### src/vcs_consts.svh
`ifndef VCS_CONSTS_SVH
`define VCS_CONSTS_SVH

// Line-count windows, normal field rate
`define VCS_WIN_MIN       10'd448
`define VCS_WIN_MAX       10'd740
`define VCS_STD_625       10'd625
`define VCS_STD_525       10'd525
// Line-count windows, double field rate (halved)
`define VCS_WIN_MIN_2X    10'd224
`define VCS_WIN_MAX_2X    10'd370
`define VCS_STD_625_2X    10'd312
`define VCS_STD_525_2X    10'd262
// Sync separator
`define VCS_SEP_MAX       8'hFF
`define VCS_SEP_THRESH    8'hC8
// Coincidence counter
`define VCS_COIN_FULL     4'h8
`define VCS_COIN_ZERO     4'h0
// Vertical blanking lengths in lines
`define VCS_BLANK_525     10'd20
`define VCS_BLANK_625     10'd25
// Ramp scaling: 1.2 = 6/5, 75% = 3/4
`define VCS_H525_NUM      10'd6
`define VCS_H525_DEN      10'd5
`define VCS_CMP_NUM       10'd3
`define VCS_CMP_SHIFT     2
// Geometry latches
`define VCS_GEO_COUNT     7
`define VCS_GEO_HEIGHT    3'd0

`endif

### src/vcs_pkg.sv
package vcs_pkg;

  typedef enum logic [1:0] {
    VCS_ST_INJECT,
    VCS_ST_COUNTDOWN,
    VCS_ST_FORCED
  } vcs_state_t;

  typedef struct packed {
    logic auto_countdown;
    logic force_inject;
    logic force_625;
    logic force_525;
    logic double_rate;
    logic blank_525;
    logic vertical_compress_select;
    logic interlace_suppress_a;
    logic interlace_suppress_b;
  } vcs_ctrl_t;

  typedef struct packed {
    logic countdown_lock;
    logic h_unlock;
    logic beam_excess;
    logic beam_overload;
    logic std_525;
    logic countdown_mode;
  } vcs_status_t;

  typedef struct packed {
    logic [5:0] tilt;
    logic [5:0] corner;
    logic [5:0] parabola_amp;
    logic [5:0] position;
    logic [5:0] breathing;
    logic [5:0] linearity;
    logic [5:0] amplitude;
  } vcs_geo_t;

endpackage

### src/vcs_top.sv
// Functional notes
// - Separator counts up on sync high, down otherwise
// - Vertical sync only above broad-pulse threshold
// - Auto countdown starts in injection lock
// - Injection lock syncs to first vertical pulse
// - Matching field count increments coincidence counter
// - Eight coincidences engage countdown; MSB is flag
// - Mismatches decrement; zero reverts to injection lock
// - Host command forces injection lock immediately
// - Injection lock ignores sync before line 448
// - Line 740 without sync forces reset
// - Double rate halves end-stops; no 120 Hz
// - Forced 625 or 525 count ignores sync
// - 525 standard scales height by 1.2
// - Compression bit reduces amplitude to 75%
// - Each geometry control has a 6-bit latch
// - First beam threshold sets excess flag
// - Second beam threshold sets overload flag
// - Host bit selects 525 or 625 blanking
// - Two host bits suppress interlace
// - Report horizontal out-of-lock from coincidence detector
`timescale 1ns/1ns
`include "vcs_consts.svh"

module vcs_top
(
  input  wire logic                core_clk,        // 250 MHz clock
  input  wire logic                srst,            // Sync reset, active high
  input  wire logic                line_tick,       // One pulse per line
  input  wire logic                sample_en,       // Sync sample strobe
  input  wire logic                csync,           // Composite sync, high = sync
  input  wire logic                h_coinc_ok,      // H coincidence detector ok
  input  wire logic                beam_thr1,       // Beam threshold 1 crossed
  input  wire logic                beam_thr2,       // Beam threshold 2 crossed
  input  wire vcs_pkg::vcs_ctrl_t  ctrl,            // Host control bits
  input  wire logic                geo_wr,          // Geometry latch write strobe
  input  wire logic [2:0]          geo_sel,         // Geometry latch index
  input  wire logic [5:0]          geo_data,        // Geometry word
  output vcs_pkg::vcs_status_t     status,          // Host status flags
  output vcs_pkg::vcs_geo_t        geo,             // Geometry latches
  output logic [6:0]               ramp_height,     // Scaled ramp height
  output logic                     v_reset,         // Vertical reset pulse
  output logic                     v_blank,         // Vertical blanking
  output logic                     field_odd,       // Field parity
  output logic                     interlace_on,    // Half-line offset enable
  output logic [3:0]               coin_count       // Coincidence counter
);
  import vcs_pkg::*;

  logic [7:0]  sep_cnt;
  logic        vsync_lvl;
  logic        vsync_lvl_d;
  logic        vsync_ev;
  logic [9:0]  line_cnt;
  vcs_state_t  state;
  logic        hit;
  logic [9:0]  lim_min;
  logic [9:0]  lim_max;
  logic [9:0]  n525;
  logic [9:0]  n625;
  logic [9:0]  n_std;
  logic [9:0]  n_fixed;
  logic        field_end;
  logic        eval;
  logic        coinc;
  logic        match525;
  logic        match625;
  logic        std525_now;
  logic [9:0]  h_scaled;
  logic [9:0]  h_final;
  logic [5:0]  latch [0:`VCS_GEO_COUNT-1];

  // Up/down separator; saturating so noise cannot wrap it into a false sync
  always_ff @(posedge core_clk)
  begin
    if (srst)
      sep_cnt <= 8'h00;
    else if (sample_en)
    begin
      if (csync && sep_cnt != `VCS_SEP_MAX)
        sep_cnt <= sep_cnt + 8'h01;
      else if (!csync && sep_cnt != 8'h00)
        sep_cnt <= sep_cnt - 8'h01;
    end
  end

  // Threshold decode; short line syncs never climb this high
  always_ff @(posedge core_clk)
  begin
    if (srst)
    begin
      vsync_lvl   <= 1'b0;
      vsync_lvl_d <= 1'b0;
    end
    else
    begin
      vsync_lvl   <= (sep_cnt > `VCS_SEP_THRESH);
      vsync_lvl_d <= vsync_lvl;
    end
  end

  assign vsync_ev = vsync_lvl & ~vsync_lvl_d;

  // End-stops and standard counts, halved in double-rate mode
  always_comb
  begin
    if (ctrl.double_rate)
    begin
      lim_min = `VCS_WIN_MIN_2X;
      lim_max = `VCS_WIN_MAX_2X;
      n525    = `VCS_STD_525_2X;
      n625    = `VCS_STD_625_2X;
    end
    else
    begin
      lim_min = `VCS_WIN_MIN;
      lim_max = `VCS_WIN_MAX;
      n525    = `VCS_STD_525;
      n625    = `VCS_STD_625;
    end
    n_std   = status.std_525 ? n525 : n625;
    n_fixed = ctrl.force_525 ? n525 : n625;
  end

  // Coincidence window covers the last line and the tick that ends it
  assign match525 = (line_cnt == n525) || (line_cnt == n525 - 10'd1);
  assign match625 = (line_cnt == n625) || (line_cnt == n625 - 10'd1);

  // Field end and coincidence evaluation per mode; >= lets a count cut short mid-field still end it
  always_comb
  begin
    field_end  = 1'b0;
    eval       = 1'b0;
    coinc      = 1'b0;
    std525_now = status.std_525;
    case (state)
      VCS_ST_FORCED:
      begin
        field_end = line_tick && (line_cnt >= n_fixed - 10'd1);
      end
      VCS_ST_COUNTDOWN:
      begin
        field_end = line_tick && (line_cnt >= n_std - 10'd1);
        eval      = field_end;
        coinc     = hit || (vsync_ev && (line_cnt == n_std - 10'd1));
      end
      VCS_ST_INJECT:
      begin
        if (vsync_ev && line_cnt >= lim_min)
        begin
          field_end  = 1'b1;
          eval       = 1'b1;
          coinc      = match525 || match625;
          std525_now = match525 ? 1'b1 : (match625 ? 1'b0 : status.std_525);
        end
        else if (line_tick && line_cnt >= lim_max - 10'd1)
        begin
          field_end = 1'b1;
          eval      = 1'b1;
        end
      end
      default:
      begin
        field_end = 1'b0;
      end
    endcase
  end

  // Line counter, advanced on each line_tick
  always_ff @(posedge core_clk)
  begin
    if (srst)
      line_cnt <= 10'd0;
    else if (field_end)
      line_cnt <= 10'd0;
    else if (line_tick && line_cnt != 10'h3FF)
      line_cnt <= line_cnt + 10'd1;
  end

  // Sync seen at the field boundary; it trails the counted end tick by a cycle or two,
  // so sync in line 0 (or the captured sync at countdown entry) credits the field that starts there
  always_ff @(posedge core_clk)
  begin
    if (srst)
      hit <= 1'b0;
    else if (field_end)
      hit <= vsync_ev;
    else if (vsync_ev && (line_cnt == n_std - 10'd1 || line_cnt == 10'd0))
      hit <= 1'b1;
  end

  // Coincidence counter, saturating between zero and eight
  always_ff @(posedge core_clk)
  begin
    if (srst || ctrl.force_inject)
      coin_count <= `VCS_COIN_ZERO;
    else if (eval && ctrl.auto_countdown)
    begin
      if (coinc && coin_count != `VCS_COIN_FULL)
        coin_count <= coin_count + 4'h1;
      else if (!coinc && coin_count != `VCS_COIN_ZERO)
        coin_count <= coin_count - 4'h1;
    end
  end

  // Mode control; forcing wins over auto, auto always enters via injection lock
  always_ff @(posedge core_clk)
  begin
    if (srst)
      state <= VCS_ST_INJECT;
    else if (ctrl.force_625 || ctrl.force_525)
      state <= VCS_ST_FORCED;
    else if (ctrl.force_inject || !ctrl.auto_countdown)
      state <= VCS_ST_INJECT;
    else
    begin
      case (state)
        VCS_ST_INJECT:
        begin
          if (eval && coinc && coin_count >= `VCS_COIN_FULL - 4'h1)
            state <= VCS_ST_COUNTDOWN;
        end
        VCS_ST_COUNTDOWN:
        begin
          if (eval && !coinc && coin_count == `VCS_COIN_ZERO + 4'h1)
            state <= VCS_ST_INJECT;
        end
        VCS_ST_FORCED:
          state <= VCS_ST_INJECT;
        default:
          state <= VCS_ST_INJECT;
      endcase
    end
  end

  // Status flags; beam flags follow the comparators so the host sees live state
  always_ff @(posedge core_clk)
  begin
    if (srst)
      status <= '0;
    else
    begin
      status.countdown_lock <= coin_count[3];
      status.countdown_mode <= (state == VCS_ST_COUNTDOWN);
      status.beam_excess    <= beam_thr1;
      status.beam_overload  <= beam_thr2;
      if (eval && coinc)
        status.std_525 <= std525_now;
      if (line_tick)
        status.h_unlock <= ~h_coinc_ok;
    end
  end

  // Vertical reset, blanking and field parity
  always_ff @(posedge core_clk)
  begin
    if (srst)
    begin
      v_reset      <= 1'b0;
      v_blank      <= 1'b0;
      field_odd    <= 1'b0;
      interlace_on <= 1'b1;
    end
    else
    begin
      v_reset      <= field_end;
      v_blank      <= field_end ||
                      (line_cnt < (ctrl.blank_525 ? `VCS_BLANK_525 : `VCS_BLANK_625));
      interlace_on <= !(ctrl.interlace_suppress_a || ctrl.interlace_suppress_b);
      if (field_end)
        field_odd <= interlace_on ? ~field_odd : 1'b0;
    end
  end

  // Geometry latches, one per adjustment, written by index
  genvar gi;
  generate
    for (gi = 0; gi < `VCS_GEO_COUNT; gi = gi + 1)
    begin : g_geo
      always_ff @(posedge core_clk)
      begin
        if (srst)
          latch[gi] <= 6'h00;
        else if (geo_wr && geo_sel == 3'(gi))
          latch[gi] <= geo_data;
      end
    end
  endgenerate

  always_ff @(posedge core_clk)
  begin
    if (srst)
      geo <= '0;
    else
    begin
      geo.amplitude    <= latch[0];
      geo.linearity    <= latch[1];
      geo.breathing    <= latch[2];
      geo.position     <= latch[3];
      geo.parabola_amp <= latch[4];
      geo.corner       <= latch[5];
      geo.tilt         <= latch[6];
    end
  end

  // Ramp height: 525 gain then widescreen compression; the two truncations can lose more than one step
  always_comb
  begin
    h_scaled = {4'h0, latch[`VCS_GEO_HEIGHT]};
    if (status.std_525)
      h_scaled = (h_scaled * `VCS_H525_NUM) / `VCS_H525_DEN;
    h_final = h_scaled;
    if (ctrl.vertical_compress_select)
      h_final = (h_scaled * `VCS_CMP_NUM) >> `VCS_CMP_SHIFT;
  end

  always_ff @(posedge core_clk)
  begin
    if (srst)
      ramp_height <= 7'h00;
    else
      ramp_height <= h_final[6:0];
  end

endmodule

### config.mk
export PLATFORM = sky130hd
export DESIGN_NAME = vcs_top
export DESIGN_NICKNAME = d
export VERILOG_FILES = /design/src/vcs_pkg.sv /design/src/vcs_top.sv
export VERILOG_INCLUDE_DIRS = /design/src
export SDC_FILE = /design/constraint.sdc
export NUM_CORES = 1
export LEC_CHECK = 0
export BUFFER_PORTS_ARGS = -buffer_cell sky130_fd_sc_hd__buf_2
export CAP_MARGIN = 25
export CORE_MARGIN = 3
export CORE_UTILIZATION = 40
export CTS_BUF_LIST = sky130_fd_sc_hd__clkbuf_8
export CTS_CLUSTER_DIAMETER = 50
export DETAILED_ROUTE_END_ITERATION = 6
export PLACE_DENSITY_LB_ADDON = 0.15
export SYNTH_ARGS = -nofsm -noshare
export SYNTH_HDL_FRONTEND = slang
export SYNTH_SLANG_ARGS = --single-unit
### constraint.sdc
create_clock -name core_clk -period 10.4 [get_ports core_clk]
set_input_delay 0.52 -clock core_clk [delete_from_list [all_inputs] [get_ports core_clk]]
set_output_delay 0.52 -clock core_clk [all_outputs]
set_load 0.02 [all_outputs]
After elaboration in Yosys (flattened, before gate mapping):

Memory sizes are Yosys's and may differ from the RTL's. A register that Yosys moved wholly into a read port is not among the register bits.
Index checks and enable logic that the tools add are counted.

* register bits: 44
* bits in latches: 0
* RAM bits: 42
* bits in read-only memories: 0
* input port bits: 27
* output and inout port bits: 63
* logic and storage cells: 184
* memories kept: 1

Memory list
* latch: words 7, bits a word 6, read ports 8, clocked after memory_dff 7, write ports 7, RTL line vcs_top.sv:71 `` logic [5:0] latch [0:`VCS_GEO_COUNT-1]; ``

* add/subtract/negate cells: 10
* multipliers: 2
* divide/modulo/power cells: 1
* $lt $le $gt $ge: 7
* eq/ne operators: 21
* shifts and indexed selects: 0
* muxes and demuxes: 59
* bitwise gates (word level): 11
* reductions and logical operators: 53

Operators by type and width (count)
* 10-bit 2-to-1 mux: 6
* 10-bit equality test: 5
* 10-bit by 1-bit subtractor with 10-bit output (second input constant): 5
* 6-bit 2-to-1 mux: 7
* 10-bit greater-or-equal comparator: 4
* 1-bit 2-to-1 mux: 31
* 1-bit logical AND: 23
* 8-bit 2-to-1 mux: 2
* 4-bit 2-to-1 mux: 3
* 4-bit != test (second input constant): 3
* 10-bit by 1-bit adder with 10-bit output (second input constant): 1
* 9-bit by 3-bit divider with 10-bit output (second input constant): 1
* 10-bit zero test: 1
* 1-bit logical OR: 10
* 10-bit by 5-bit less-than comparator with 1-bit output: 1
* 10-bit by 2-bit multiplier with 9-bit output (second input constant): 1
* 10-bit != test (second input constant): 1
* 3-bit equality test (second input constant): 3
* 9-bit 2-to-1 mux: 1
* 8-bit by 1-bit adder with 8-bit output (second input constant): 1
* 8-bit greater-than comparator (second input constant): 1
* 6-bit by 2-bit multiplier with 8-bit output (second input constant): 1
* 2-bit 2-to-1 mux: 4
* 8-bit != test (second input constant): 1
* other kinds (27): 47

Longest topological paths before layout:

* depth after elaboration: 14
* depth in mapped cells: 46
* depth with buffers taken out: 43

Least setup slack after synthesis:

No wires, ideal clock.

* path type: register to register
* start point: memory latch[0][1]
* end point: register ramp_height[5]
* setup time: 0.128 ns
* arrival time: 8.105 ns
* required time: 10.272 ns
* setup slack: 2.168 ns
* cell stages (with the launch flop): 44
* path buffers: 3
* clock period less this slack: 8.232 ns
* cell sequence: edfxtp_1 -> ha_1 -> fa_1 -> nand3_1 -> and3_1 -> nor2_1 -> nand2_1 -> ha_1 -> clkbuf_1 -> clkbuf_1 -> nor4_1 -> a41o_1 -> o21ai_1 -> a21oi_1 -> a32o_1 -> o21a_2 -> o211ai_2 -> nand4_4 -> [... 8 more ...] -> a22oi_1 -> nand2_1 -> o21ai_0 -> o32a_1 -> a2111oi_2 -> o21ai_0 -> o21ai_0 -> nand2b_1 -> fa_1 -> nor2b_1 -> o21ai_0 -> nand2b_1 -> a21oi_1 -> nor2_1 -> nor2_1 -> xnor2_1 -> a21oi_1 -> nor2_1

RTL lines
* from (decl): RTL line vcs_top.sv:71
* to (signal assigned): RTL line vcs_top.sv:322 `ramp_height <= h_final[6:0];`
* to (decl): RTL line vcs_top.sv:41 `output logic [6:0] ramp_height,`

==> results.json <==
{
  "setup_viol": 0,
  "drive_above_1_share_pct": 18.7,
  "nets": 1093,
  "crit_path_top_delay_cell": "edfxtp_1",
  "viasPerCell": 5.42,
  "clockBufferDepth": 2,
  "ys_ff_latch": 128,
  "post_drt_wl_per_cell_microns": 15.9,
  "setup_tns_ns": 0,
  "cts_resized": 0,
  "syn-instance-count": 926,
  "postCtsSetupRepairBufs": 0,
  "status": "finished, final reports clean",
  "h-tree-depth": 4,
  "crit_type": "flip-flop to flip-flop",
  "crit_top_cell": "a21oi_1",
  "skew_ns": 0.0117,
  "grt_pass1_vias": 6651,
  "slew_headroom_pct": 46.6,
  "hold_start": "h_coinc_ok",
  "cts_made_buffers": 17,
  "vias": 6984,
  "core_area_sq_um": 20400,
  "ys.flop_type": "dfxtp_1",
  "drtAntennaViolNets": 0,
  "reg2reg_depth": 41,
  "ir_drop_mv": 0.110,
  "die-area_sq_um": 22800,
  "cp-end-kind": "flip-flop",
  "worstPathRequired_ns": 10.71,
  "gp_congestion": 0.878,
  "slew_violations": 0,
  "seq_area_frac_synth_pct": 35.5,
  "path_clk_slew_ns": 0.09,
  "floorplan.initialDensity_pct": 41.2,
  "port_buffers": 89,
  "r2r_slack_ns": 1.01,
  "grt_util_all_layers_pct": 18.2,
  "rows": 52,
  "synth_cell_types": 106,
  "totalWireLength_microns": 20500,
  "grt_pass1_wl_microns": 33600,
  "die_y_microns": 151,
  "cts_hold_buf": 0,
  "hold_class": "primary input to flip-flop",
  "yosys_warnings": 0,
  "crit_fanout": 20,
  "final_common_cell": "nor2_1",
  "drtIter0Drc": 404,
  "period_needed_ns": 9.39,
  "reg2reg_to": "ramp_height[5]",
  "worst_pin_slew_ns": 0.794,
  "cts_tree": "done",
  "drc": 0,
  "dpl.hpwl_microns": 15200,
  "first_pass_iters": 5,
  "rsz0062_at_grt": "no",
  "synth.avg_cell_area_sq_um": 9.08,
  "mostFrequentLayoutCells": "97 x nor2_1, 89 x buf_2, 86 x dfxtp_1, 65 x nand2_1, 57 x ha_1",
  "cts_root_buffer": "clkbuf_8",
  "maxCapViolations": 0,
  "period_share_pct": 90.2,
  "area_growth_pct": 13.3,
  "hold_viol": 0,
  "insertion_delay_ns": 0.46,
  "antenna_found_initial": 0,
  "insertedDiodeCount": 0,
  "regToRegStartpoint": "latch[0][0]",
  "static-leakage-power_nw": 3.95,
  "cts_sinks": 128,
  "timing.hold.ws_ns": 0.237,
  "io-pin-count": 90,
  "min_path_cells": 2,
  "powerDensity_nw_per_um2": 220,
  "grt_start_max_net_pins": 69,
  "cp-start-kind": "flip-flop",
  "synth_area_sq_um": 8410,
  "min_to": "status[4]",
  "die_x_microns": 151,
  "grt_overflow_total": 0,
  "max_freq_mhz": 107,
  "synth_edf_count": 42,
  "critPathMaxStageDelay_ns": 0.57,
  "ys_async_sr_fraction_pct": 0,
  "arrival_ns": 9.70
}
## where the power goes
| part | internal (W) | total (W) | switching (W) |
|---|---|---|---|
| clock | 0.000187 | 0.000437 | 0.000250 |
| sequential | 0.000545 | 0.000564 | 0.0000184 |
| combinational | 0.000402 | 0.00109 | 0.000691 |
| total | 0.00113 | 0.00209 | 0.000960 |
## kinds of logic after synthesis
logic type,count (synthesis),share of synthesized area [%]
adder cells (fa/ha/maj),60,9.19
multiplexers,13,1.64
XOR/XNOR,34,3.63
AND/OR/NAND/NOR,398,25.6
flip-flops,128,35.5
buffers and inverters,65,3.03
AO/OA/AOI/OAI,227,21.4
other,1,0.0446
## registers in the layout, indices dropped and copies added, names as in the netlist
register      count
geo              42
latch            42
line_cnt         10
sep_cnt           8
ramp_height       7
status            6
coin_count        4
state             2
field_odd         1
hit               1
interlace_on      1
v_blank           1
v_reset           1
vsync_lvl         1
vsync_lvl_d       1
## synthesized netlist by cell type (all sizes together), types with 27 or more instances
cell	count	area, sq um
edfxtp	42	1260
and2	45	282
dfxtp	86	1720
nand2	67	262
inv	31	116
ha	57	713
nor2b	51	319
nor3	38	205
a21oi	52	268
nor2	100	383
o21ai	46	238
clkbuf	27	101
## how the worst max path moves through the flow
stage,cells after the start,end,start,slack [ns]
after floorplan,43,ramp_height[5],latch[0][1],2.17
after global placement,41,ramp_height[5],latch[0][0],1.12
after detailed placement,41,ramp_height[5],latch[0][0],0.89
after CTS,41,ramp_height[5],latch[0][0],0.79
after global routing,41,ramp_height[5],latch[0][0],0.02
final,41,ramp_height[5],latch[0][0],1.01
## area by class of cell
cell class	instances	area, sq um
inverters	31	116
multi-input cells	734	5180
clock buffers	17	234
fillers	2020	10900
clock inverters	15	194
flip-flops and latches	128	2980
repair buffers	94	483
well taps	270	338
## per-layer routing
layer	GRT usage (%)	routed length [microns]	share of wire, %	up-vias
li1	-	-	-	3521
met1	25.3	9830	48	3289
met2	29.9	9560	47	152
met3	2.78	828	4.0	22
met4	4.40	269	1.3	0
met5	0	0	0	-
## worst max-delay path: cells and delay by family, from the launching register on
| kind | cells | cell delay [ns] |
|---|---|---|
| AND/OR/NAND/NOR | 16 | 3.49 |
| AO/OA/AOI/OAI | 18 | 3.43 |
| adder cells (fa/ha/maj) | 5 | 1.60 |
| flip-flops | 1 | 0.57 |
| buffers and inverters | 1 | 0.09 |
| XOR/XNOR | 1 | 0.08 |
## per-stage QoR
stage | area, sq um | setup WS [ns] | utilization, % | power, W | std cells
global route | 9530 | 0.0165 | 46.7 | 0.00224 | 1289
finish | 9530 | 1.01 | 46.7 | 0.00209 | 1289
CTS | 9520 | 0.792 | 46.6 | 0.00210 | 1289
global placement | 9100 | 1.12 | 44.5 | 0.00166 | 1257
floorplan | 8410 | 2.17 | - | 0.00146 | 927
detailed placement | 9100 | 0.889 | 44.5 | 0.00165 | 1257
Note: power is estimated with default switching activity, not from simulation.
